--- src/logic/cpu_dec_params.svh ---
// Constants for the opcode decode and bus-cycle sequencer
`ifndef CPU_DEC_PARAMS_SVH
`define CPU_DEC_PARAMS_SVH

`define OP_PREFIX 8'h9e
`define OP_XFER_SP 8'h94
`define OP_WAIT 8'h8f
`define OP_RTS 8'h81
`define VEC_PAGE 8'hff
`define VEC_RESET_LO 8'hfe
`define VEC_IRQ_LO 8'hfa
`define SP_RESET 16'h00ff
`define HX_RESET 16'h0000
`define PC_RESET 16'h0000

`endif

--- src/logic/cpu_dec_pkg.sv ---
// Types shared by the opcode decode and bus-cycle sequencer
package cpu_dec_pkg;

	typedef enum logic [11:0] {
		S_OPC = 12'h001,
		S_OPR1 = 12'h002,
		S_OPR2 = 12'h004,
		S_ACC = 12'h008,
		S_FREE = 12'h010,
		S_HALT = 12'h020,
		S_PUSH_LO = 12'h040,
		S_PUSH_HI = 12'h080,
		S_VEC_HI = 12'h100,
		S_VEC_LO = 12'h200,
		S_POP_HI = 12'h400,
		S_POP_LO = 12'h800
	} state_t;

	typedef enum logic [3:0] {
		M_NONE, M_IMM8, M_IMM16, M_DIR, M_EXT, M_IX, M_IX_S, M_IX_L,
		M_IXP, M_IXOP, M_STK_S, M_STK_L, M_REL, M_MOVE
	} mode_t;

	typedef enum logic [2:0] {
		CYC_FREE, CYC_FETCH, CYC_READ, CYC_WRITE, CYC_PUSH, CYC_POP, CYC_VEC
	} cycle_t;

	typedef struct packed {
		logic ill;
		logic rel;
		mode_t mode;
	} dec_t;

endpackage

--- src/logic/opcode_sequencer.sv ---
// Opcode decoder, address former and bus-cycle sequencer
`timescale 1ns/1ps
`include "cpu_dec_params.svh"
module opcode_sequencer #(
	parameter logic [15:0] SP_INIT = `SP_RESET
) (
	// Clock and reset
	input wire logic sys_clk,
	input wire logic reset,
	// System bus
	input wire logic [7:0] bus_rdata,
	output logic [15:0] bus_addr_ff,
	output logic [7:0] bus_wdata_ff,
	output logic bus_we_ff,
	output cpu_dec_pkg::cycle_t bus_cycle_ff,
	// Interrupt pin and index load
	input wire logic irq_req,
	input wire logic hx_load,
	input wire logic [15:0] hx_value,
	// Decode results
	output logic [7:0] opcode_ff,
	output logic page2_ff,
	output cpu_dec_pkg::mode_t mode_ff,
	output logic [15:0] ea_ff,
	output logic ea_valid_ff,
	output logic [15:0] imm_ff,
	output logic imm_valid_ff,
	output logic [15:0] branch_target_ff,
	output logic branch_valid_ff,
	output logic [2:0] bit_num_ff,
	output logic bit_valid_ff,
	output logic [7:0] data_ff,
	output logic data_valid_ff,
	output logic illegal_ff,
	// Core state
	output logic halted_ff,
	output logic imask_ff,
	output logic [15:0] hx_ff,
	output logic [15:0] sp_ff
);

	cpu_dec_pkg::state_t st_ff, nxt_st;
	cpu_dec_pkg::cycle_t nxt_cyc;
	cpu_dec_pkg::mode_t cur_mode;
	cpu_dec_pkg::dec_t dec;
	logic [15:0] pc_ff, nxt_pc, pc_inc, nxt_addr, ea_now, opnd, rel_sext;
	logic [7:0] b1_ff, hold_hi_ff, nxt_wdata;
	logic [1:0] cnt_ff, dec_cnt;
	logic pfx_ff, rel_ff, irq_meta_ff, irq_sync_ff;
	logic in_opc, is_pfx, irq_take, fin, cur_rel, nxt_we, is_xfer, is_wait, is_rts;
	logic [7:0] cur_op;
	logic cur_pg2;

	function automatic cpu_dec_pkg::dec_t decode_op(input logic pg2, input logic [7:0] op);
		cpu_dec_pkg::dec_t d;
		logic [3:0] hi;
		logic [3:0] lo;
		hi = op[7:4];
		lo = op[3:0];
		d = '{ill: 1'b0, rel: 1'b0, mode: cpu_dec_pkg::M_NONE};
		if (!pg2)
		begin
			case (hi)
				4'h0: d = '{ill: 1'b0, rel: 1'b1, mode: cpu_dec_pkg::M_DIR};
				4'h1: d.mode = cpu_dec_pkg::M_DIR;
				4'h2: d = '{ill: 1'b0, rel: 1'b1, mode: cpu_dec_pkg::M_REL};
				4'h3, 4'h4, 4'h5, 4'h6, 4'h7:
				begin
					d.rel = (lo == 4'h1) || (lo == 4'hb);
					if (hi == 4'h3)
						d.mode = cpu_dec_pkg::M_DIR;
					else if (hi == 4'h6)
						d.mode = (lo == 4'h1) ? cpu_dec_pkg::M_IXOP : cpu_dec_pkg::M_IX_S;
					else if (hi == 4'h7)
						d.mode = (lo == 4'h1) ? cpu_dec_pkg::M_IXP : cpu_dec_pkg::M_IX;
					else if (lo == 4'h1)
						d.mode = cpu_dec_pkg::M_IMM8;
					if (lo == 4'he)
						d.mode = cpu_dec_pkg::M_MOVE;
					case (op)
						8'h32, 8'h3e: d.mode = cpu_dec_pkg::M_EXT;
						8'h45, 8'h65: d.mode = cpu_dec_pkg::M_IMM16;
						8'h55, 8'h75: d.mode = cpu_dec_pkg::M_DIR;
						8'h62, 8'h72: d.mode = cpu_dec_pkg::M_NONE;
						default: ;
					endcase
				end
				4'h8: d.ill = (lo == 4'hd);
				4'h9:
				begin
					if (lo <= 4'h3)
						d = '{ill: 1'b0, rel: 1'b1, mode: cpu_dec_pkg::M_REL};
					else if (lo == 4'h6)
						d.mode = cpu_dec_pkg::M_EXT;
				end
				4'ha:
				begin
					d.mode = cpu_dec_pkg::M_IMM8;
					d.ill = (lo == 4'hc);
					if (lo == 4'hd)
						d = '{ill: 1'b0, rel: 1'b1, mode: cpu_dec_pkg::M_REL};
				end
				4'hb: d.mode = cpu_dec_pkg::M_DIR;
				4'hc: d.mode = cpu_dec_pkg::M_EXT;
				4'hd: d.mode = cpu_dec_pkg::M_IX_L;
				4'he: d.mode = cpu_dec_pkg::M_IX_S;
				default: d.mode = cpu_dec_pkg::M_IX;
			endcase
		end
		else
		begin
			// Second table, sparsely populated: anything unlisted is illegal
			d.ill = 1'b1;
			case (hi)
				4'h6:
				begin
					d.mode = cpu_dec_pkg::M_STK_S;
					d.ill = (lo == 4'h2) || (lo == 4'h5) || (lo == 4'he);
					d.rel = (lo == 4'h1) || (lo == 4'hb);
				end
				4'hd, 4'he:
				begin
					d.mode = (hi == 4'hd) ? cpu_dec_pkg::M_STK_L : cpu_dec_pkg::M_STK_S;
					d.ill = (lo == 4'hc) || (lo == 4'hd);
				end
				default: ;
			endcase
			case (op)
				8'hae: d = '{ill: 1'b0, rel: 1'b0, mode: cpu_dec_pkg::M_IX};
				8'hbe: d = '{ill: 1'b0, rel: 1'b0, mode: cpu_dec_pkg::M_IX_L};
				8'hce: d = '{ill: 1'b0, rel: 1'b0, mode: cpu_dec_pkg::M_IX_S};
				8'hf3, 8'hfe, 8'hff: d = '{ill: 1'b0, rel: 1'b0, mode: cpu_dec_pkg::M_STK_S};
				default: ;
			endcase
		end
		return d;
	endfunction

	function automatic logic [1:0] op_bytes(input cpu_dec_pkg::mode_t m, input logic [7:0] op);
		case (m)
			cpu_dec_pkg::M_IMM8, cpu_dec_pkg::M_DIR, cpu_dec_pkg::M_IX_S,
			cpu_dec_pkg::M_IXOP, cpu_dec_pkg::M_STK_S: op_bytes = 2'h1;
			cpu_dec_pkg::M_IMM16, cpu_dec_pkg::M_EXT, cpu_dec_pkg::M_IX_L,
			cpu_dec_pkg::M_STK_L: op_bytes = 2'h2;
			cpu_dec_pkg::M_MOVE: op_bytes = op[4] ? 2'h1 : 2'h2;
			default: op_bytes = 2'h0;
		endcase
	endfunction

	function automatic logic is_mem(input cpu_dec_pkg::mode_t m);
		is_mem = !(m inside {cpu_dec_pkg::M_NONE, cpu_dec_pkg::M_IMM8,
			cpu_dec_pkg::M_IMM16, cpu_dec_pkg::M_REL, cpu_dec_pkg::M_MOVE});
	endfunction

	function automatic logic [15:0] calc_ea(input cpu_dec_pkg::mode_t m,
		input logic [15:0] off, input logic [15:0] hx, input logic [15:0] sp);
		case (m)
			cpu_dec_pkg::M_DIR: calc_ea = {8'h00, off[7:0]};
			cpu_dec_pkg::M_EXT: calc_ea = off;
			cpu_dec_pkg::M_IX, cpu_dec_pkg::M_IXP: calc_ea = hx;
			cpu_dec_pkg::M_IX_S, cpu_dec_pkg::M_IXOP: calc_ea = hx + {8'h00, off[7:0]};
			cpu_dec_pkg::M_IX_L: calc_ea = hx + off;
			cpu_dec_pkg::M_STK_S: calc_ea = sp + {8'h00, off[7:0]};
			cpu_dec_pkg::M_STK_L: calc_ea = sp + off;
			default: calc_ea = 16'h0000;
		endcase
	endfunction

	assign in_opc = (st_ff == cpu_dec_pkg::S_OPC);
	assign dec = decode_op(pfx_ff, bus_rdata);
	assign is_pfx = !pfx_ff && (bus_rdata == `OP_PREFIX);
	assign is_xfer = !pfx_ff && (bus_rdata == `OP_XFER_SP);
	assign is_wait = !pfx_ff && (bus_rdata == `OP_WAIT);
	assign is_rts = !pfx_ff && (bus_rdata == `OP_RTS);
	// Never split a prefix from its opcode by an interrupt
	assign irq_take = irq_sync_ff && !imask_ff && !pfx_ff;
	assign dec_cnt = op_bytes(dec.mode, bus_rdata) + {1'b0, dec.rel};
	assign pc_inc = pc_ff + 16'h0001;
	assign rel_sext = {{8{bus_rdata[7]}}, bus_rdata};
	assign cur_mode = in_opc ? dec.mode : mode_ff;
	// Opcode register lags by a cycle when an instruction ends on its opcode fetch
	assign cur_op = in_opc ? bus_rdata : opcode_ff;
	assign cur_pg2 = in_opc ? pfx_ff : page2_ff;
	assign cur_rel = !in_opc && rel_ff;
	assign fin = (in_opc && !irq_take && !is_pfx && !dec.ill && dec_cnt == 2'h0)
		|| (st_ff == cpu_dec_pkg::S_OPR1 && cnt_ff == 2'h1)
		|| (st_ff == cpu_dec_pkg::S_OPR2);
	// Offset byte, when present, is the last byte fetched, or the first when a relative byte follows it
	assign opnd = (st_ff == cpu_dec_pkg::S_OPR2 && !rel_ff) ? {b1_ff, bus_rdata}
		: (st_ff == cpu_dec_pkg::S_OPR2) ? {8'h00, b1_ff} : {8'h00, bus_rdata};
	assign ea_now = calc_ea(cur_mode, opnd, hx_ff, sp_ff);

	always_ff @(posedge sys_clk)
	begin
		irq_meta_ff <= irq_req;
		irq_sync_ff <= irq_meta_ff;
	end

	always_comb
	begin
		nxt_st = st_ff;
		nxt_pc = pc_ff;
		nxt_addr = bus_addr_ff;
		nxt_cyc = bus_cycle_ff;
		nxt_we = 1'b0;
		nxt_wdata = bus_wdata_ff;
		case (st_ff)
			cpu_dec_pkg::S_OPC, cpu_dec_pkg::S_OPR1, cpu_dec_pkg::S_OPR2:
			begin
				nxt_pc = pc_inc;
				nxt_addr = pc_inc;
				nxt_cyc = cpu_dec_pkg::CYC_FETCH;
				if (in_opc && irq_take)
				begin
					nxt_pc = pc_ff;
					nxt_st = cpu_dec_pkg::S_PUSH_LO;
					nxt_addr = sp_ff;
					nxt_we = 1'b1;
					nxt_wdata = pc_ff[7:0];
					nxt_cyc = cpu_dec_pkg::CYC_PUSH;
				end
				else if (in_opc && (is_pfx || dec.ill))
					nxt_st = cpu_dec_pkg::S_OPC;
				else if (in_opc && (is_xfer || is_wait))
				begin
					nxt_st = cpu_dec_pkg::S_FREE;
					nxt_cyc = cpu_dec_pkg::CYC_FREE;
				end
				else if (in_opc && is_rts)
				begin
					nxt_st = cpu_dec_pkg::S_POP_HI;
					nxt_addr = sp_ff + 16'h0001;
					nxt_cyc = cpu_dec_pkg::CYC_POP;
				end
				else if (in_opc && dec_cnt != 2'h0)
					nxt_st = cpu_dec_pkg::S_OPR1;
				else if (st_ff == cpu_dec_pkg::S_OPR1 && cnt_ff == 2'h2)
					nxt_st = cpu_dec_pkg::S_OPR2;
				else if (fin && is_mem(cur_mode))
				begin
					nxt_st = cpu_dec_pkg::S_ACC;
					nxt_addr = ea_now;
					nxt_cyc = cpu_dec_pkg::CYC_READ;
				end
				else
					nxt_st = cpu_dec_pkg::S_OPC;
			end
			cpu_dec_pkg::S_ACC, cpu_dec_pkg::S_FREE, cpu_dec_pkg::S_POP_LO,
			cpu_dec_pkg::S_VEC_LO:
			begin
				nxt_st = cpu_dec_pkg::S_OPC;
				if (st_ff == cpu_dec_pkg::S_POP_LO || st_ff == cpu_dec_pkg::S_VEC_LO)
					nxt_pc = {hold_hi_ff, bus_rdata};
				nxt_addr = nxt_pc;
				nxt_cyc = cpu_dec_pkg::CYC_FETCH;
				if (st_ff == cpu_dec_pkg::S_FREE && opcode_ff == `OP_WAIT && !page2_ff)
				begin
					nxt_st = cpu_dec_pkg::S_HALT;
					nxt_cyc = cpu_dec_pkg::CYC_FREE;
				end
			end
			cpu_dec_pkg::S_HALT:
				if (irq_sync_ff)
				begin
					nxt_st = cpu_dec_pkg::S_PUSH_LO;
					nxt_addr = sp_ff;
					nxt_we = 1'b1;
					nxt_wdata = pc_ff[7:0];
					nxt_cyc = cpu_dec_pkg::CYC_PUSH;
				end
			cpu_dec_pkg::S_PUSH_LO:
			begin
				nxt_st = cpu_dec_pkg::S_PUSH_HI;
				nxt_addr = sp_ff - 16'h0001;
				nxt_we = 1'b1;
				nxt_wdata = pc_ff[15:8];
			end
			cpu_dec_pkg::S_PUSH_HI:
			begin
				nxt_st = cpu_dec_pkg::S_VEC_HI;
				nxt_addr = {`VEC_PAGE, `VEC_IRQ_LO};
				nxt_cyc = cpu_dec_pkg::CYC_VEC;
			end
			cpu_dec_pkg::S_VEC_HI, cpu_dec_pkg::S_POP_HI:
			begin
				nxt_st = (st_ff == cpu_dec_pkg::S_VEC_HI) ? cpu_dec_pkg::S_VEC_LO
					: cpu_dec_pkg::S_POP_LO;
				nxt_addr = bus_addr_ff + 16'h0001;
			end
			default: nxt_st = cpu_dec_pkg::S_OPC;
		endcase
	end

	always_ff @(posedge sys_clk)
	begin
		if (reset)
		begin
			st_ff <= cpu_dec_pkg::S_VEC_HI;
			pc_ff <= `PC_RESET;
			bus_addr_ff <= {`VEC_PAGE, `VEC_RESET_LO};
			bus_cycle_ff <= cpu_dec_pkg::CYC_VEC;
			bus_we_ff <= 1'b0;
			bus_wdata_ff <= 8'h00;
			halted_ff <= 1'b0;
		end
		else
		begin
			st_ff <= nxt_st;
			pc_ff <= nxt_pc;
			bus_addr_ff <= nxt_addr;
			bus_cycle_ff <= nxt_cyc;
			bus_we_ff <= nxt_we;
			bus_wdata_ff <= nxt_wdata;
			halted_ff <= (nxt_st == cpu_dec_pkg::S_HALT);
		end
	end

	always_ff @(posedge sys_clk)
	begin
		if (reset)
		begin
			opcode_ff <= 8'h00;
			page2_ff <= 1'b0;
			pfx_ff <= 1'b0;
			mode_ff <= cpu_dec_pkg::M_NONE;
			rel_ff <= 1'b0;
			cnt_ff <= 2'h0;
			b1_ff <= 8'h00;
			hold_hi_ff <= 8'h00;
			illegal_ff <= 1'b0;
		end
		else
		begin
			illegal_ff <= in_opc && !irq_take && !is_pfx && dec.ill;
			if (in_opc && !irq_take)
			begin
				pfx_ff <= is_pfx;
				if (!is_pfx)
				begin
					opcode_ff <= bus_rdata;
					page2_ff <= pfx_ff;
					mode_ff <= dec.mode;
					rel_ff <= dec.rel;
					cnt_ff <= dec_cnt;
				end
			end
			if (st_ff == cpu_dec_pkg::S_OPR1)
				b1_ff <= bus_rdata;
			if (st_ff == cpu_dec_pkg::S_VEC_HI || st_ff == cpu_dec_pkg::S_POP_HI)
				hold_hi_ff <= bus_rdata;
		end
	end

	always_ff @(posedge sys_clk)
	begin
		if (reset)
		begin
			ea_ff <= 16'h0000;
			ea_valid_ff <= 1'b0;
			imm_ff <= 16'h0000;
			imm_valid_ff <= 1'b0;
			branch_target_ff <= 16'h0000;
			branch_valid_ff <= 1'b0;
			bit_num_ff <= 3'h0;
			bit_valid_ff <= 1'b0;
			data_ff <= 8'h00;
			data_valid_ff <= 1'b0;
		end
		else
		begin
			ea_valid_ff <= fin && is_mem(cur_mode);
			imm_valid_ff <= fin && (cur_mode inside {cpu_dec_pkg::M_IMM8, cpu_dec_pkg::M_IMM16});
			branch_valid_ff <= fin && cur_rel;
			bit_valid_ff <= fin && !cur_pg2 && (cur_op[7:5] == 3'h0);
			data_valid_ff <= (st_ff == cpu_dec_pkg::S_ACC);
			if (fin)
			begin
				ea_ff <= ea_now;
				imm_ff <= opnd;
				branch_target_ff <= pc_inc + rel_sext;
				bit_num_ff <= cur_op[3:1];
			end
			if (st_ff == cpu_dec_pkg::S_ACC)
				data_ff <= bus_rdata;
		end
	end

	always_ff @(posedge sys_clk)
	begin
		if (reset)
			sp_ff <= SP_INIT;
		else if (st_ff == cpu_dec_pkg::S_FREE && opcode_ff == `OP_XFER_SP && !page2_ff)
			sp_ff <= hx_ff - 16'h0001;
		else if (st_ff inside {cpu_dec_pkg::S_PUSH_LO, cpu_dec_pkg::S_PUSH_HI})
			sp_ff <= sp_ff - 16'h0001;
		else if (st_ff inside {cpu_dec_pkg::S_POP_HI, cpu_dec_pkg::S_POP_LO})
			sp_ff <= sp_ff + 16'h0001;
	end

	// Post-increment wins over a datapath load in the same cycle
	always_ff @(posedge sys_clk)
	begin
		if (reset)
			hx_ff <= `HX_RESET;
		else if (fin && (cur_mode inside {cpu_dec_pkg::M_IXP, cpu_dec_pkg::M_IXOP}))
			hx_ff <= hx_ff + 16'h0001;
		else if (hx_load)
			hx_ff <= hx_value;
	end

	always_ff @(posedge sys_clk)
	begin
		if (reset)
			imask_ff <= 1'b1;
		else if (st_ff == cpu_dec_pkg::S_FREE && opcode_ff == `OP_WAIT && !page2_ff)
			imask_ff <= 1'b0;
		else if (st_ff == cpu_dec_pkg::S_VEC_LO)
			imask_ff <= 1'b1;
	end
endmodule // opcode_sequencer

--- config.mk ---
export PLATFORM = sky130hd
export DESIGN_NAME = opcode_sequencer
export DESIGN_NICKNAME = d
export VERILOG_FILES = /design/src/logic/cpu_dec_pkg.sv /design/src/logic/opcode_sequencer.sv
export VERILOG_INCLUDE_DIRS = /design/src /design/src/logic
export SDC_FILE = /design/constraint.sdc
export NUM_CORES = 1
export LEC_CHECK = 0
export BUFFER_PORTS_ARGS = -buffer_cell sky130_fd_sc_hd__buf_2
export CORE_ASPECT_RATIO = 1.5
export CORE_UTILIZATION = 38
export DETAILED_ROUTE_END_ITERATION = 6
export GPL_TIMING_DRIVEN = 0
export HOLD_SLACK_MARGIN = 0.03
export PLACE_DENSITY_LB_ADDON = 0.25
export SYNTH_ARGS = -nofsm -noshare
export SYNTH_HDL_FRONTEND = slang
export SYNTH_SLANG_ARGS = --single-unit
--- constraint.sdc ---
create_clock -name sys_clk -period 5.2 [get_ports sys_clk]
set_input_delay 0.52 -clock sys_clk [delete_from_list [all_inputs] [get_ports sys_clk]]
set_output_delay 0.52 -clock sys_clk [all_outputs]
set_load 0.02 [all_outputs]
# ---- Word-level counts from Yosys, hierarchy flattened
# Cells that the tools add are included.
dict set report word_totals {
  reg_bits 190
  input_bits 28
  output_inout_bits 140
  elab_cells 291
}
dict set report op_classes {
  add_sub_neg 12
  magnitude_cmp 1
  eq_ne 83
  mux 75
  bitwise_logic 1
  reduce_logical 88
}
# operator count
set op_table {}
lappend op_table {{2-to-1 mux 16 bit} 16}
lappend op_table {{one-hot mux 16 bit (7 select lines)} 1}
lappend op_table {{== test 8 bit, second input constant} 12}
lappend op_table {{one-hot mux 16 bit (6 select lines)} 1}
lappend op_table {{== test 4 bit, second input constant} 21}
lappend op_table {{one-hot mux 12 bit (6 select lines)} 1}
lappend op_table {{adder 16 x 1 -> 16 bit, second input constant} 4}
lappend op_table {{== test 4 x 3 -> 1 bit, second input constant} 13}
lappend op_table {{adder 16 bit} 3}
lappend op_table {{== test 8 x 7 -> 1 bit, second input constant} 6}
lappend op_table {{2-to-1 mux 11 bit} 4}
lappend op_table {{2-to-1 mux 4 bit} 11}
lappend op_table {{one-hot mux 4 bit (9 select lines)} 1}
lappend op_table {{adder 16 x 8 -> 16 bit} 2}
lappend op_table {{2-to-1 mux 8 bit} 4}
lappend op_table {{one-hot mux 16 bit (2 select lines)} 1}
lappend op_table {{subtractor 16 x 1 -> 16 bit, second input constant} 2}
lappend op_table {{logical AND 1 bit} 30}
lappend op_table {{== test 4 x 2 -> 1 bit, second input constant} 7}
lappend op_table {{== test 12 x 6 -> 1 bit, second input constant} 2}
lappend op_table {{2-to-1 mux 12 bit} 2}
lappend op_table {{one-hot mux 6 bit (4 select lines)} 1}
lappend op_table {{one-hot mux 8 bit (3 select lines)} 1}
lappend op_table {{2-to-1 mux 3 bit} 6}
lappend op_table {{45 further kinds} 108}

# ---- Logic depth before layout (Yosys ltp)
# Gate-level depths: netlist (run 1).
dict set report logic_depth {
  word_depth 27
  mapped_depth 23
  ltp_nobuf 20
}

# ---- Worst setup path before layout (run 1)
# No wires, ideal clock.
dict set report synth_timing {
  kind {input to register}
  from {input bus_rdata[0]}
  to {register bus_addr_ff[14]}
  setup_time_ns 0.128
  t_arrival_ns 4.981
  required_ns 5.072
  path_slack_ns 0.091
  stages 20
  path_buffers 2
  cell_sequence {buf_2 -> or3b_1 -> a21bo_2 -> a221oi_2 -> a211oi_1 -> o31ai_1 -> and3_1 -> clkbuf_1 -> nand2_1 -> nor2_1 -> ha_1 -> and2_1 -> a22o_1 -> a311oi_1 -> o31ai_1 -> a21oi_1 -> xnor2_1 -> a221o_1 -> a211oi_1 -> o21ai_0}
}
dict set report synth_between {
  elab_chain_cells 26
  elab_cells_between_ends 123
  cone_classes {5 x add/sub; 1 x order compare; 49 x eq/ne; 32 x mux; 36 x reduce/logical}
}
# element line
set synth_lines {}
lappend synth_lines {{start, declared} opcode_sequencer.sv:11} ;# input wire logic [7:0] bus_rdata,
lappend synth_lines {{== test 4 x 1 -> 1 bit} n/a}
lappend synth_lines {{2-to-1 mux 1 bit or 2-to-1 mux 4 bit (tied branches)} {opcode_sequencer.sv:76, opcode_sequencer.sv:75}}
lappend synth_lines {{2-to-1 mux 4 bit} opcode_sequencer.sv:74} ;# else if (hi == 4'h7)
lappend synth_lines {{2-to-1 mux 4 bit} opcode_sequencer.sv:72} ;# else if (hi == 4'h6)
lappend synth_lines {{2-to-1 mux 4 bit} opcode_sequencer.sv:70} ;# if (hi == 4'h3)
lappend synth_lines {{2-to-1 mux 4 bit} opcode_sequencer.sv:78} ;# if (lo == 4'he)
lappend synth_lines {{one-hot mux 4 bit (4 select lines)} opcode_sequencer.sv:80} ;# case (op)
lappend synth_lines {{one-hot mux 4 bit (9 select lines)} opcode_sequencer.sv:63} ;# case (hi)
lappend synth_lines {{[10 not listed]} n/a}
lappend synth_lines {{2-to-1 mux 16 bit} opcode_sequencer.sv:239} ;# else if (fin && is_mem(cur_mode))
lappend synth_lines {{2-to-1 mux 16 bit} opcode_sequencer.sv:237} ;# else if (st_ff == cpu_dec_pkg::S_OPR1 && cnt_ff == 2'h2)
lappend synth_lines {{2-to-1 mux 16 bit} opcode_sequencer.sv:235} ;# else if (in_opc && dec_cnt != 2'h0)
lappend synth_lines {{2-to-1 mux 16 bit} opcode_sequencer.sv:229} ;# else if (in_opc && is_rts)
lappend synth_lines {{2-to-1 mux 16 bit} opcode_sequencer.sv:224} ;# else if (in_opc && (is_xfer || is_wait))
lappend synth_lines {{2-to-1 mux 16 bit (*)} opcode_sequencer.sv:222} ;# else if (in_opc && (is_pfx || dec.ill))
lappend synth_lines {{2-to-1 mux 16 bit (*)} opcode_sequencer.sv:213} ;# if (in_opc && irq_take)
lappend synth_lines {{one-hot mux 16 bit (6 select lines) (*)} opcode_sequencer.sv:207} ;# case (st_ff)
lappend synth_lines {{end signal, assigned} opcode_sequencer.sv:300} ;# bus_addr_ff <= {`VEC_PAGE, `VEC_RESET_LO};
lappend synth_lines {{end signal, assigned} opcode_sequencer.sv:310} ;# bus_addr_ff <= nxt_addr;
lappend synth_lines {{end, declared} opcode_sequencer.sv:12} ;# output logic [15:0] bus_addr_ff,
# Every way passes the cells marked *; elsewhere a longest branch is shown, timed or not.
# A chain may end at the register's enable or synchronous reset.

# ---- Final worst setup path (run 1)
dict set report layout_timing {
  from {register st_ff[8]}
  to {register bus_addr_ff[9]}
}
dict set report layout_between {
  elab_cells_between_ends 69
  cone_classes {4 x add/sub; 26 x eq/ne; 13 x mux; 26 x reduce/logical}
}
# element line
set layout_lines {}
lappend layout_lines {{start, declared} opcode_sequencer.sv:42} ;# cpu_dec_pkg::state_t st_ff, nxt_st;
lappend layout_lines {{start signal, assigned} opcode_sequencer.sv:298} ;# st_ff <= cpu_dec_pkg::S_VEC_HI;
lappend layout_lines {{start signal, assigned} opcode_sequencer.sv:308} ;# st_ff <= nxt_st;
lappend layout_lines {{== test 12 x 3 -> 1 bit (*)} {opcode_sequencer.sv:189, opcode_sequencer.sv:190}}
lappend layout_lines {{2-to-1 mux 8 bit or logical AND 1 bit (tied branches)} {opcode_sequencer.sv:190, opcode_sequencer.sv:189}}
lappend layout_lines {{2-to-1 mux 16 bit (*)} opcode_sequencer.sv:189} ;# assign opnd = (st_ff == cpu_dec_pkg::S_OPR2 && !rel_ff) ? {b1_ff, bus_rdata}
lappend layout_lines {{named net opnd[1]} opcode_sequencer.sv:46} ;# logic [15:0] pc_ff, nxt_pc, pc_inc, nxt_addr, ea_now, opnd, rel_sext;
lappend layout_lines {{adder 16 bit, or another cell as far along} opcode_sequencer.sv:164} ;# cpu_dec_pkg::M_STK_L: calc_ea = sp + off;
lappend layout_lines {{one-hot mux 16 bit (7 select lines) (*)} opcode_sequencer.sv:157} ;# case (m)
lappend layout_lines {{2-to-1 mux 16 bit (*)} opcode_sequencer.sv:239}
lappend layout_lines {{2-to-1 mux 16 bit (*)} opcode_sequencer.sv:237}
lappend layout_lines {{2-to-1 mux 16 bit (*)} opcode_sequencer.sv:235}
lappend layout_lines {{2-to-1 mux 16 bit (*)} opcode_sequencer.sv:229}
lappend layout_lines {{2-to-1 mux 16 bit (*)} opcode_sequencer.sv:224}
lappend layout_lines {{2-to-1 mux 16 bit (*)} opcode_sequencer.sv:222}
lappend layout_lines {{2-to-1 mux 16 bit (*)} opcode_sequencer.sv:213}
lappend layout_lines {{one-hot mux 16 bit (6 select lines) (*)} opcode_sequencer.sv:207}
# Mark *: on every way through the listed nets, which the timed path passes. The rest lies on a longest branch.

==> metrics.log, run 1 <==
[metrics] total number of vias: 15600
[metrics] adder and majority cell fraction of the synthesized area: 5.11%
[metrics] count of buffers inserted at the top-level ports: 165
[metrics] top routing layer used: met4
[metrics] Synth area leaders: sky130_fd_sc_hd__dfxtp_1 (27%), sky130_fd_sc_hd__nor2_1 (6.9%), sky130_fd_sc_hd__nand2_1 (4.8%)
[metrics] share of the synthesized area in the top cell type: 27.3%
[metrics] drt first pass iters: 6
[metrics] Pwr Density: 280 nW/um^2
[metrics] Critical R2R Launch: st_ff[8]
[metrics] core box area: 35900 sq um
[metrics] placed standard-cell area: 15300 sq um
[metrics] Post-Syn Area per Cell: 7.42 sq um
[metrics] number of antenna violations at the first check in global routing: 0
[metrics] number of buffers inserted for hold repair after clock tree synthesis: 0
[metrics] Clock Sinks: 190
[metrics] fin worst setup slack: 0.111 ns
[metrics] mux cell area share after synthesis: 2.97%
[metrics] Placement Rows: 85
[metrics] DRC violations left: 0
[metrics] top flip-flop cell by instance count after synthesis: sky130_fd_sc_hd__dfxtp_1
[metrics] cell chosen for the clock root: sky130_fd_sc_hd__clkbuf_16
[metrics] cell type with the highest aggregate area in the netlist: sky130_fd_sc_hd__dfxtp_1
[metrics] io pins: 168
[metrics] H-Tree Depth: 4
[metrics] crit share post-route: 97.9%
[metrics] worst slew pin tran: 1.44 ns
[metrics] weighted congestion reported at the end of routability-driven placement: 1.01
[metrics] met2 routed wirelength: 30.8 mm
[metrics] chain of cells forming the critical path: clkbuf_1 -> nor3_2 -> and3_4 -> and3_2 -> nand2_4 -> mux2i_4 -> inv_1 -> ha_1 -> a21o_1 -> a21o_1 -> a2111o_1 -> a31oi_1 -> o21bai_1 -> a21oi_1 -> xnor2_1 -> a211oi_1 -> o21ai_1 -> mux2i_1 -> o31ai_2
[metrics] startpoint type of the worst setup path: flop
[metrics] Total Nets Final: 2147
[metrics] run status: finished clean
[metrics] clock tree from TritonCTS: done
[metrics] combined area of all synthesized cells: 13900 sq um
[metrics] data required time at the worst endpoint: 5.54 ns
[metrics] max-cap violations: 0
[metrics] cts bufs inserted: 17
[metrics] synthesized instance count: 1874
[metrics] Final Critical Period: 5.09 ns
[metrics] clock insertion delay at the later pin of the skew report: 0.47 ns
[metrics] Detailed Route Iter0 Violations: 1523
[metrics] HPWL reported at the end of detailed placement: 51.5 mm
[metrics] worst flop-to-flop path endpoint: bus_addr_ff[9]
[metrics] Post-Place Setup Slack: -2.20 ns
[metrics] number of endpoints with negative hold slack in the final report: 0
[metrics] end of the worst hold path: irq_meta_ff
[metrics] per-cell routed wire length: 25.4 um
[metrics] unrepaired setup endpoints after global routing: no
[metrics] post-route cell area: 16300 sq um
[metrics] #FFs+latches synth: 190
[metrics] Leak: 6.57 nW
[metrics] simple-gate portion of the synthesized area: 28.4%
[metrics] wire length on met3: 4.11 mm
[metrics] Syn-to-layout area delta: 17.3%
[metrics] fraction of registers with async set or reset after synthesis: 0%
[metrics] wire length of the first global-routing pass: 95.2 mm
[metrics] endpoint arrival time on the critical path: 5.43 ns
[metrics] count of final max-slew check failures: 0
[metrics] number of antenna repair diodes: 0
[metrics] vias in the first global route: 14800
[metrics] Synth Net Count: 1957
[metrics] maximum cell stage delay along the critical path: 0.49 ns
[metrics] Hold Path Cell Cnt: 1
[metrics] total global routing overflow: 0
[metrics] largest family of logic cells by synthesized area: simple AND/OR/NAND/NOR gates
[metrics] kind of cell adding the most delay to the critical path: compound AO/OA/AOI/OAI gates
[metrics] kind of critical path: flop to flop
[metrics] GR Util All Layers: 34.9%
[metrics] WL met1: 24.0 mm
[metrics] R2R Setup Slk: 0.11 ns
[metrics] clock tree buffer depth: 2
[metrics] clock transition at the register clock pins on the worst setup and hold paths after CTS: 0.08 ns
[metrics] via/cell ratio: 6.09
[metrics] launch instance of the worst min-delay path: irq_req
[metrics] cell with the largest stage delay on the worst path: sky130_fd_sc_hd__o21ai_1
[metrics] area share of xor/xnor cells in the synthesized design: 6.93%
[metrics] Max Clk Rate: 196 MHz
[metrics] Most common cell on crit path: sky130_fd_sc_hd__a21o_1
[metrics] critical path endpoint category: flop
[metrics] Max transition margin: 3.27%
[metrics] number of buffer and inverter instances along the worst setup path: 2
[metrics] initial standard-cell utilization of the core: 38.7%
[metrics] Seq/Total Area, Yosys: 27.3%
[metrics] final worst clock skew: 0.0126 ns
[metrics] final setup violation count: 0
[metrics] layout cells sized above 1: 15.5%
[metrics] worst hold path class: input pin to flop
[metrics] R2R depth: 19
[metrics] Routed WL: 65.0 mm
[metrics] height of the chip: 236 um
[metrics] fraction of the mapped netlist area in compound gates: 24.2%
[metrics] pin count of the biggest net entering global routing: 19
[metrics] antenna-violating nets left: 0
[metrics] EDFF count, synth: 0
[metrics] Synth Warn #: 0
[metrics] Total Die Area: 37400 sq um
[metrics] worst vdd ir: 0.000212 V
[metrics] count of unique library cells instantiated by Yosys: 91
[metrics] worst-path maximum fanout: 8
[metrics] floorplan die width: 158 um
==> cell type report <==
type                    count  area [sq um]
plain buffers             130           578
clock buffers              19           433
clock inverters            13           125
fillers                  3881         19600
inverters                  39           150
multi-input cells        1509          9710
flip-flops and latches    190          3800
well taps                 478           598
repair buffers            177           918
==> sequential cells by signal (all words and copies together), names as in the netlist, 2 cells and up <==
name	count
bus_addr_ff	16
opcode_ff	8
branch_target_ff	16
cnt_ff	2
hx_ff	16
bit_num_ff	3
hold_hi_ff	8
bus_cycle_ff	3
b1_ff	8
bus_wdata_ff	8
st_ff	12
data_ff	8
imm_ff	16
mode_ff	4
pc_ff	16
ea_ff	16
sp_ff	16
==> timing repair <==
action                                  4_1_cts  5_1_grt
resized for setup                            51       41
endpoints found under the setup margin       17        6
hold endpoints to repair                      0        0
setup buffers                                 4        8
pin swaps                                     7       21
==> logic make-up after synthesis <==
group | Yosys count
buf+inv | 175
compound gates | 495
flops | 190
fa+ha+maj | 55
mux | 40
xor+xnor | 110
simple gates | 809
==> synth_stat cells (10+ instances only) <==
library cell and number:
sky130_fd_sc_hd__buf_2 17, sky130_fd_sc_hd__or2_2 17, sky130_fd_sc_hd__or3_1 32, sky130_fd_sc_hd__o22ai_1 21, sky130_fd_sc_hd__dfxtp_1 190, sky130_fd_sc_hd__xnor2_1 60, sky130_fd_sc_hd__and2_1 11, sky130_fd_sc_hd__a211oi_1 42
sky130_fd_sc_hd__nor2b_1 13, sky130_fd_sc_hd__nand4b_1 10, sky130_fd_sc_hd__a221oi_1 13, sky130_fd_sc_hd__o21ai_0 94, sky130_fd_sc_hd__nand3b_1 17, sky130_fd_sc_hd__and3_1 38, sky130_fd_sc_hd__nor3_1 77, sky130_fd_sc_hd__clkbuf_1 105
sky130_fd_sc_hd__nor2_1 254, sky130_fd_sc_hd__inv_1 38, sky130_fd_sc_hd__o31ai_1 11, sky130_fd_sc_hd__a21o_1 15, sky130_fd_sc_hd__a22oi_1 14, sky130_fd_sc_hd__xor2_1 50, sky130_fd_sc_hd__o211ai_1 14, sky130_fd_sc_hd__a31oi_1 27
sky130_fd_sc_hd__ha_1 52, sky130_fd_sc_hd__nor3b_1 14, sky130_fd_sc_hd__nand2b_1 27, sky130_fd_sc_hd__a311oi_1 20, sky130_fd_sc_hd__nand3_1 67, sky130_fd_sc_hd__nand2_1 177, sky130_fd_sc_hd__a21oi_1 131, sky130_fd_sc_hd__mux2i_1 30
sky130_fd_sc_hd__nor4_1 15
==> worst register-to-register path, cell delays in order, from the launching register on <==
cell                       delay (ns)
sky130_fd_sc_hd__dfxtp_1         0.30
sky130_fd_sc_hd__clkbuf_1        0.19
sky130_fd_sc_hd__nor3_2          0.31
sky130_fd_sc_hd__and3_4          0.28
sky130_fd_sc_hd__and3_2          0.29
sky130_fd_sc_hd__nand2_4         0.13
sky130_fd_sc_hd__mux2i_4         0.23
sky130_fd_sc_hd__inv_1           0.12
sky130_fd_sc_hd__ha_1            0.28
sky130_fd_sc_hd__a21o_1          0.18
sky130_fd_sc_hd__a21o_1          0.22
sky130_fd_sc_hd__a2111o_1        0.46
sky130_fd_sc_hd__a31oi_1         0.26
sky130_fd_sc_hd__o21bai_1        0.10
sky130_fd_sc_hd__a21oi_1         0.18
sky130_fd_sc_hd__xnor2_1         0.19
sky130_fd_sc_hd__a211oi_1        0.12
sky130_fd_sc_hd__o21ai_1         0.49
sky130_fd_sc_hd__mux2i_1         0.22
sky130_fd_sc_hd__o31ai_2         0.42
==> how the worst max path moves through the flow <==
stage          depth (start not counted)         start         endpoint  slack, ns
2_1_floorplan                         20  bus_rdata[0]  bus_addr_ff[14]       0.09
3_3_place_gp                          21  bus_rdata[5]  bus_addr_ff[14]      -2.19
3_5_place_dp                          21  bus_rdata[1]  bus_addr_ff[14]      -2.20
4_1_cts                               21  bus_rdata[6]  bus_addr_ff[15]       0.02
5_1_grt                               20      st_ff[8]  bus_addr_ff[14]       0.02
6_report                              19      st_ff[8]   bus_addr_ff[9]       0.11
==> report_power, final <==
part	leakage (nW)	total, mW	internal (mW)	switching, mW
registers	1.55	1.73	1.57	0.161
logic	4.76	1.49	0.505	0.990
clock network	0.263	1.33	0.635	0.698
==> metrics by stage <==
stage / TNS [ns] / total power, mW / util (%) / cells / hold slack [ns]
after floorplan: 0 / 2.64 / - / 1874 / 0.310
after global placement: -25.47 / 3.16 / 42.7 / 2517 / 0.321
after detailed placement: -23.96 / 3.17 / 42.7 / 2517 / 0.323
after CTS: 0 / 4.51 / 44.9 / 2549 / 0.139
after global routing: 0 / 4.73 / 45.4 / 2555 / 0.155
final: 0 / 4.56 / 45.4 / 2555 / 0.157
==> per-layer routing <==
| layer | up-vias | global-route usage, % |
|---|---|---|
| met1 | 7402 | 39.1 |
| met2 | 732 | 57.5 |
| li1 | 7188 | - |
| met4 | 0 | 29.3 |
| met3 | 236 | 5.20 |
| met5 | - | 0 |
==> cell usage in the layout (no fill, tap or decap), types with 15 or more instances in the layout <==
master and count:
sky130_fd_sc_hd__a211oi_1 37, sky130_fd_sc_hd__a21o_1 15, sky130_fd_sc_hd__a21oi_1 130, sky130_fd_sc_hd__a311oi_1 19
sky130_fd_sc_hd__a31oi_1 26, sky130_fd_sc_hd__and3_1 35, sky130_fd_sc_hd__buf_2 177, sky130_fd_sc_hd__buf_4 18
sky130_fd_sc_hd__clkbuf_1 95, sky130_fd_sc_hd__clkbuf_16 17, sky130_fd_sc_hd__dfxtp_1 190, sky130_fd_sc_hd__ha_1 52
sky130_fd_sc_hd__inv_1 38, sky130_fd_sc_hd__mux2i_1 29, sky130_fd_sc_hd__nand2_1 174, sky130_fd_sc_hd__nand2b_1 26
sky130_fd_sc_hd__nand3_1 65, sky130_fd_sc_hd__nand3b_1 17, sky130_fd_sc_hd__nor2_1 253, sky130_fd_sc_hd__nor3_1 72
sky130_fd_sc_hd__nor4_1 15, sky130_fd_sc_hd__o21ai_0 88, sky130_fd_sc_hd__o22ai_1 20, sky130_fd_sc_hd__or2_2 17
sky130_fd_sc_hd__or3_1 30, sky130_fd_sc_hd__xnor2_1 60, sky130_fd_sc_hd__xor2_1 50
No activity file was read; power rests on OpenSTA's default activity.
==> inputs of run 2 (changes only) <==
==> constraint.sdc (replaced) <==
create_clock -name sys_clk -period 5.2 [get_ports sys_clk]
set_input_delay 1.3 -clock sys_clk [delete_from_list [all_inputs] [get_ports sys_clk]]
set_output_delay 1.3 -clock sys_clk [all_outputs]
set_load 0.02 [all_outputs]
==> metrics.log, run 2 (synthesis results as in run 1) <==
[metrics] sequential share of power: 37.1% (-0.9 points)
[metrics] Syn-to-layout area delta: 24.1%
[metrics] Leak: 6.92 nW (+5.3%)
[metrics] post-route cell area: 17300 sq um (+5.8%)
[metrics] data required time at the worst endpoint: 5.54 ns (about the same)
[metrics] antenna-violating nets left: 0 (unchanged)
[metrics] total placed cells including tap cells: 2517 (unchanged)
[metrics] number of endpoints with negative hold slack in the final report: 0 (unchanged)
[metrics] via/cell ratio: 6.18 (+1.5%)
[metrics] core box area: 35900 sq um (unchanged)
[metrics] total number of vias: 16100 (+3.5%)
[metrics] unrepaired setup endpoints after global routing: yes
[metrics] worst vdd ir: 0.000171 V (-19%)
[metrics] number of antenna violations at the first check in global routing: 0 (unchanged)
[metrics] wire length of the first global-routing pass: 97.2 mm (+2.1%)
[metrics] Pwr Density: 270 nW/um^2 (-3.3%)
[metrics] failing checks: negative setup slack
[metrics] endpoint arrival time on the critical path: 5.68 ns (+0.25 ns)
[metrics] clock tree buffer depth: 2 (unchanged)
[metrics] Clock Sinks: 190 (unchanged)
[metrics] cell chosen for the clock root: sky130_fd_sc_hd__clkbuf_16
[metrics] height of the chip: 236 um (unchanged)
[metrics] io pins: 168 (unchanged)
[metrics] Detailed Route Iter0 Violations: 1378 (-9.5%)
[metrics] DRC violations left: 0 (unchanged)
[metrics] floorplan die width: 158 um (unchanged)
[metrics] crit share post-route: 103% (+4.9 points)
[metrics] Max Clk Rate: 187 MHz (-4.8%)
[metrics] weighted congestion reported at the end of routability-driven placement: 1.00 (-0.86%)
[metrics] clock transition at the register clock pins on the worst setup and hold paths after CTS: 0.08 ns (about the same)
[metrics] Combinational Power Share: 33.6% (+0.8 points)
[metrics] clock share of power: 29.3% (about the same)
[metrics] layout cells sized above 1: 20.2% (+4.7 points)
[metrics] count of final max-slew check failures: 0 (unchanged)
[metrics] switching pwr: 1.89 mW (+2.3%)
[metrics] internal power component: 2.78 mW (+2.4%)
[metrics] most common cell after layout, fill and taps aside: sky130_fd_sc_hd__nor2_1
[metrics] filler-free cell count of the finished design: 2607 (+2.0%)
[metrics] total global routing overflow: 0 (unchanged)
[metrics] fin worst setup slack: -0.145 ns (-0.255 ns)
[metrics] kind of critical path: input pin to flop
[metrics] HPWL reported at the end of detailed placement: 51.5 mm (about the same)
[metrics] Routed WL: 66.9 mm (+3.0%)
[metrics] vias in the first global route: 15300 (+3.7%)
[metrics] clock insertion delay at the later pin of the skew report: 0.48 ns (about the same)
[metrics] Final Critical Period: 5.34 ns (+0.255 ns)
[metrics] run status: finished with violations
[metrics] Placement Rows: 85 (unchanged)
[metrics] clock tree from TritonCTS: done
[metrics] critical path endpoint category: flop
[metrics] Max transition margin: 18.5% (+15 points)
[metrics] total power of the final layout: 4.67 mW (+2.3%)
[metrics] Post-Place Setup Slack: -1.57 ns (+0.627 ns)
[metrics] worst slew pin tran: 1.22 ns (-0.216 ns)
[metrics] per-cell routed wire length: 25.7 um (+0.92%)
[metrics] drt first pass iters: 5 (-1)
[metrics] sum of negative setup slack: -0.310 ns (-0.310 ns)
[metrics] number of buffers inserted for hold repair after clock tree synthesis: 0 (unchanged)
[metrics] startpoint type of the worst setup path: input pin
[metrics] Net Sw Frac: 40.5% (about the same)
[metrics] pin count of the biggest net entering global routing: 20 (+1)
[metrics] H-Tree Depth: 4 (unchanged)
[metrics] Total Nets Final: 2199 (+2.4%)
[metrics] Total Die Area: 37400 sq um (unchanged)
[metrics] number of antenna repair diodes: 0 (unchanged)
[metrics] commonest non-fill, non-tap cells in the layout: sky130_fd_sc_hd__nor2_1 (248), sky130_fd_sc_hd__dfxtp_1 (190), sky130_fd_sc_hd__nand2_1 (170)
[metrics] cts bufs inserted: 17 (unchanged)
[metrics] max-cap violations: 0 (unchanged)
[metrics] final setup violation count: 3 (+3)
[metrics] initial standard-cell utilization of the core: 38.7% (unchanged)
[metrics] placed standard-cell area: 15500 sq um (+0.78%)
[metrics] count of buffers inserted at the top-level ports: 165 (unchanged)
[metrics] worst-path maximum fanout: 13 (+5)
[metrics] worst hold path class: flop to flop
[metrics] final worst clock skew: 0.0123 ns (-0.000285 ns)
[metrics] GR Util All Layers: 35.5% (+0.53 points)
## run 2: layout make-up
class                           instances  area, sq um
Tap cell                              478          598
Timing Repair Buffer                  228         1420
Multi-Input combinational cell       1509        10100
Buffer                                131          638
Fill cell                            3742        18700
Clock inverter                         14          148
Sequential cell                       190         3800
Inverter                               39          146
Clock buffer                           18          439
## run 2: worst max-delay path, cell delays in order
cell and delay (ns):
sky130_fd_sc_hd__clkbuf_4 0.23, sky130_fd_sc_hd__clkbuf_8 0.22, sky130_fd_sc_hd__nand2_2 0.16, sky130_fd_sc_hd__nor4_1 0.32, sky130_fd_sc_hd__a221oi_2 0.13, sky130_fd_sc_hd__a31oi_4 0.29, sky130_fd_sc_hd__buf_6 0.17, sky130_fd_sc_hd__buf_4 0.12
sky130_fd_sc_hd__a31o_4 0.18, sky130_fd_sc_hd__nand3_4 0.11, sky130_fd_sc_hd__nor2_4 0.15, sky130_fd_sc_hd__ha_4 0.22, sky130_fd_sc_hd__a21o_1 0.15, sky130_fd_sc_hd__a21o_1 0.18, sky130_fd_sc_hd__buf_6 0.12, sky130_fd_sc_hd__nand2_2 0.06
sky130_fd_sc_hd__nand2_2 0.07, sky130_fd_sc_hd__o31ai_4 0.24, sky130_fd_sc_hd__a21oi_2 0.09, sky130_fd_sc_hd__a31oi_2 0.22, sky130_fd_sc_hd__xnor2_1 0.10, sky130_fd_sc_hd__a221o_1 0.39, sky130_fd_sc_hd__a211oi_4 0.36, sky130_fd_sc_hd__o31ai_1 0.10
## run 2: what timing repair did
item | in CTS | in global routing
setup endpoints to repair | 62 | 55
resized for setup | 90 | 104
gates cloned | 0 | 1
hold endpoints to repair | 0 | 0
setup buffers | 30 | 34
pin swaps | 47 | 71
## run 2: stage by stage
stage / hold slack [ns] / util, %
3_5_place_dp: 0.320 / 43.0
3_3_place_gp: 0.317 / 43.0
4_1_cts: 0.332 / 46.2
5_1_grt: 0.342 / 48.0
2_1_floorplan: 0.310 / -
6_report: 0.335 / 48.0
## run 2: metal layers
| metal | GRT usage [%] | vias to the layer above | wire length, um |
|---|---|---|---|
| li1 | - | 7305 | - |
| met1 | 40.0 | 7759 | 24800 |
| met2 | 58.2 | 794 | 31700 |
| met3 | 5.29 | 249 | 4220 |
| met4 | 29.2 | 0 | 6140 |
| met5 | 0 | - | 0 |
## run 2: path summary, 6_finish.rpt
check | startpoint | to | slack (ns) | cells after the start
min | irq_meta_ff | irq_sync_ff | 0.34 | 0
min reg2reg | irq_meta_ff | irq_sync_ff | 0.34 | 0
max | bus_rdata[7] | bus_addr_ff[15] | -0.14 | 24
max reg2reg | st_ff[8] | bus_addr_ff[14] | 0.09 | 20
## run 2: power by group through the flow
| stage | Clock [mW] | Sequential, mW | Combinational, mW |
|---|---|---|---|
| 5_1_grt | 1.43 | 1.74 | 1.67 |
| 4_1_cts | 1.37 | 1.73 | 1.47 |
| 2_1_floorplan | 0 | 1.81 | 0.842 |
| 6_report | 1.37 | 1.73 | 1.57 |
| 3_3_place_gp | 0 | 1.76 | 1.41 |
| 3_5_place_dp | 0 | 1.76 | 1.41 |
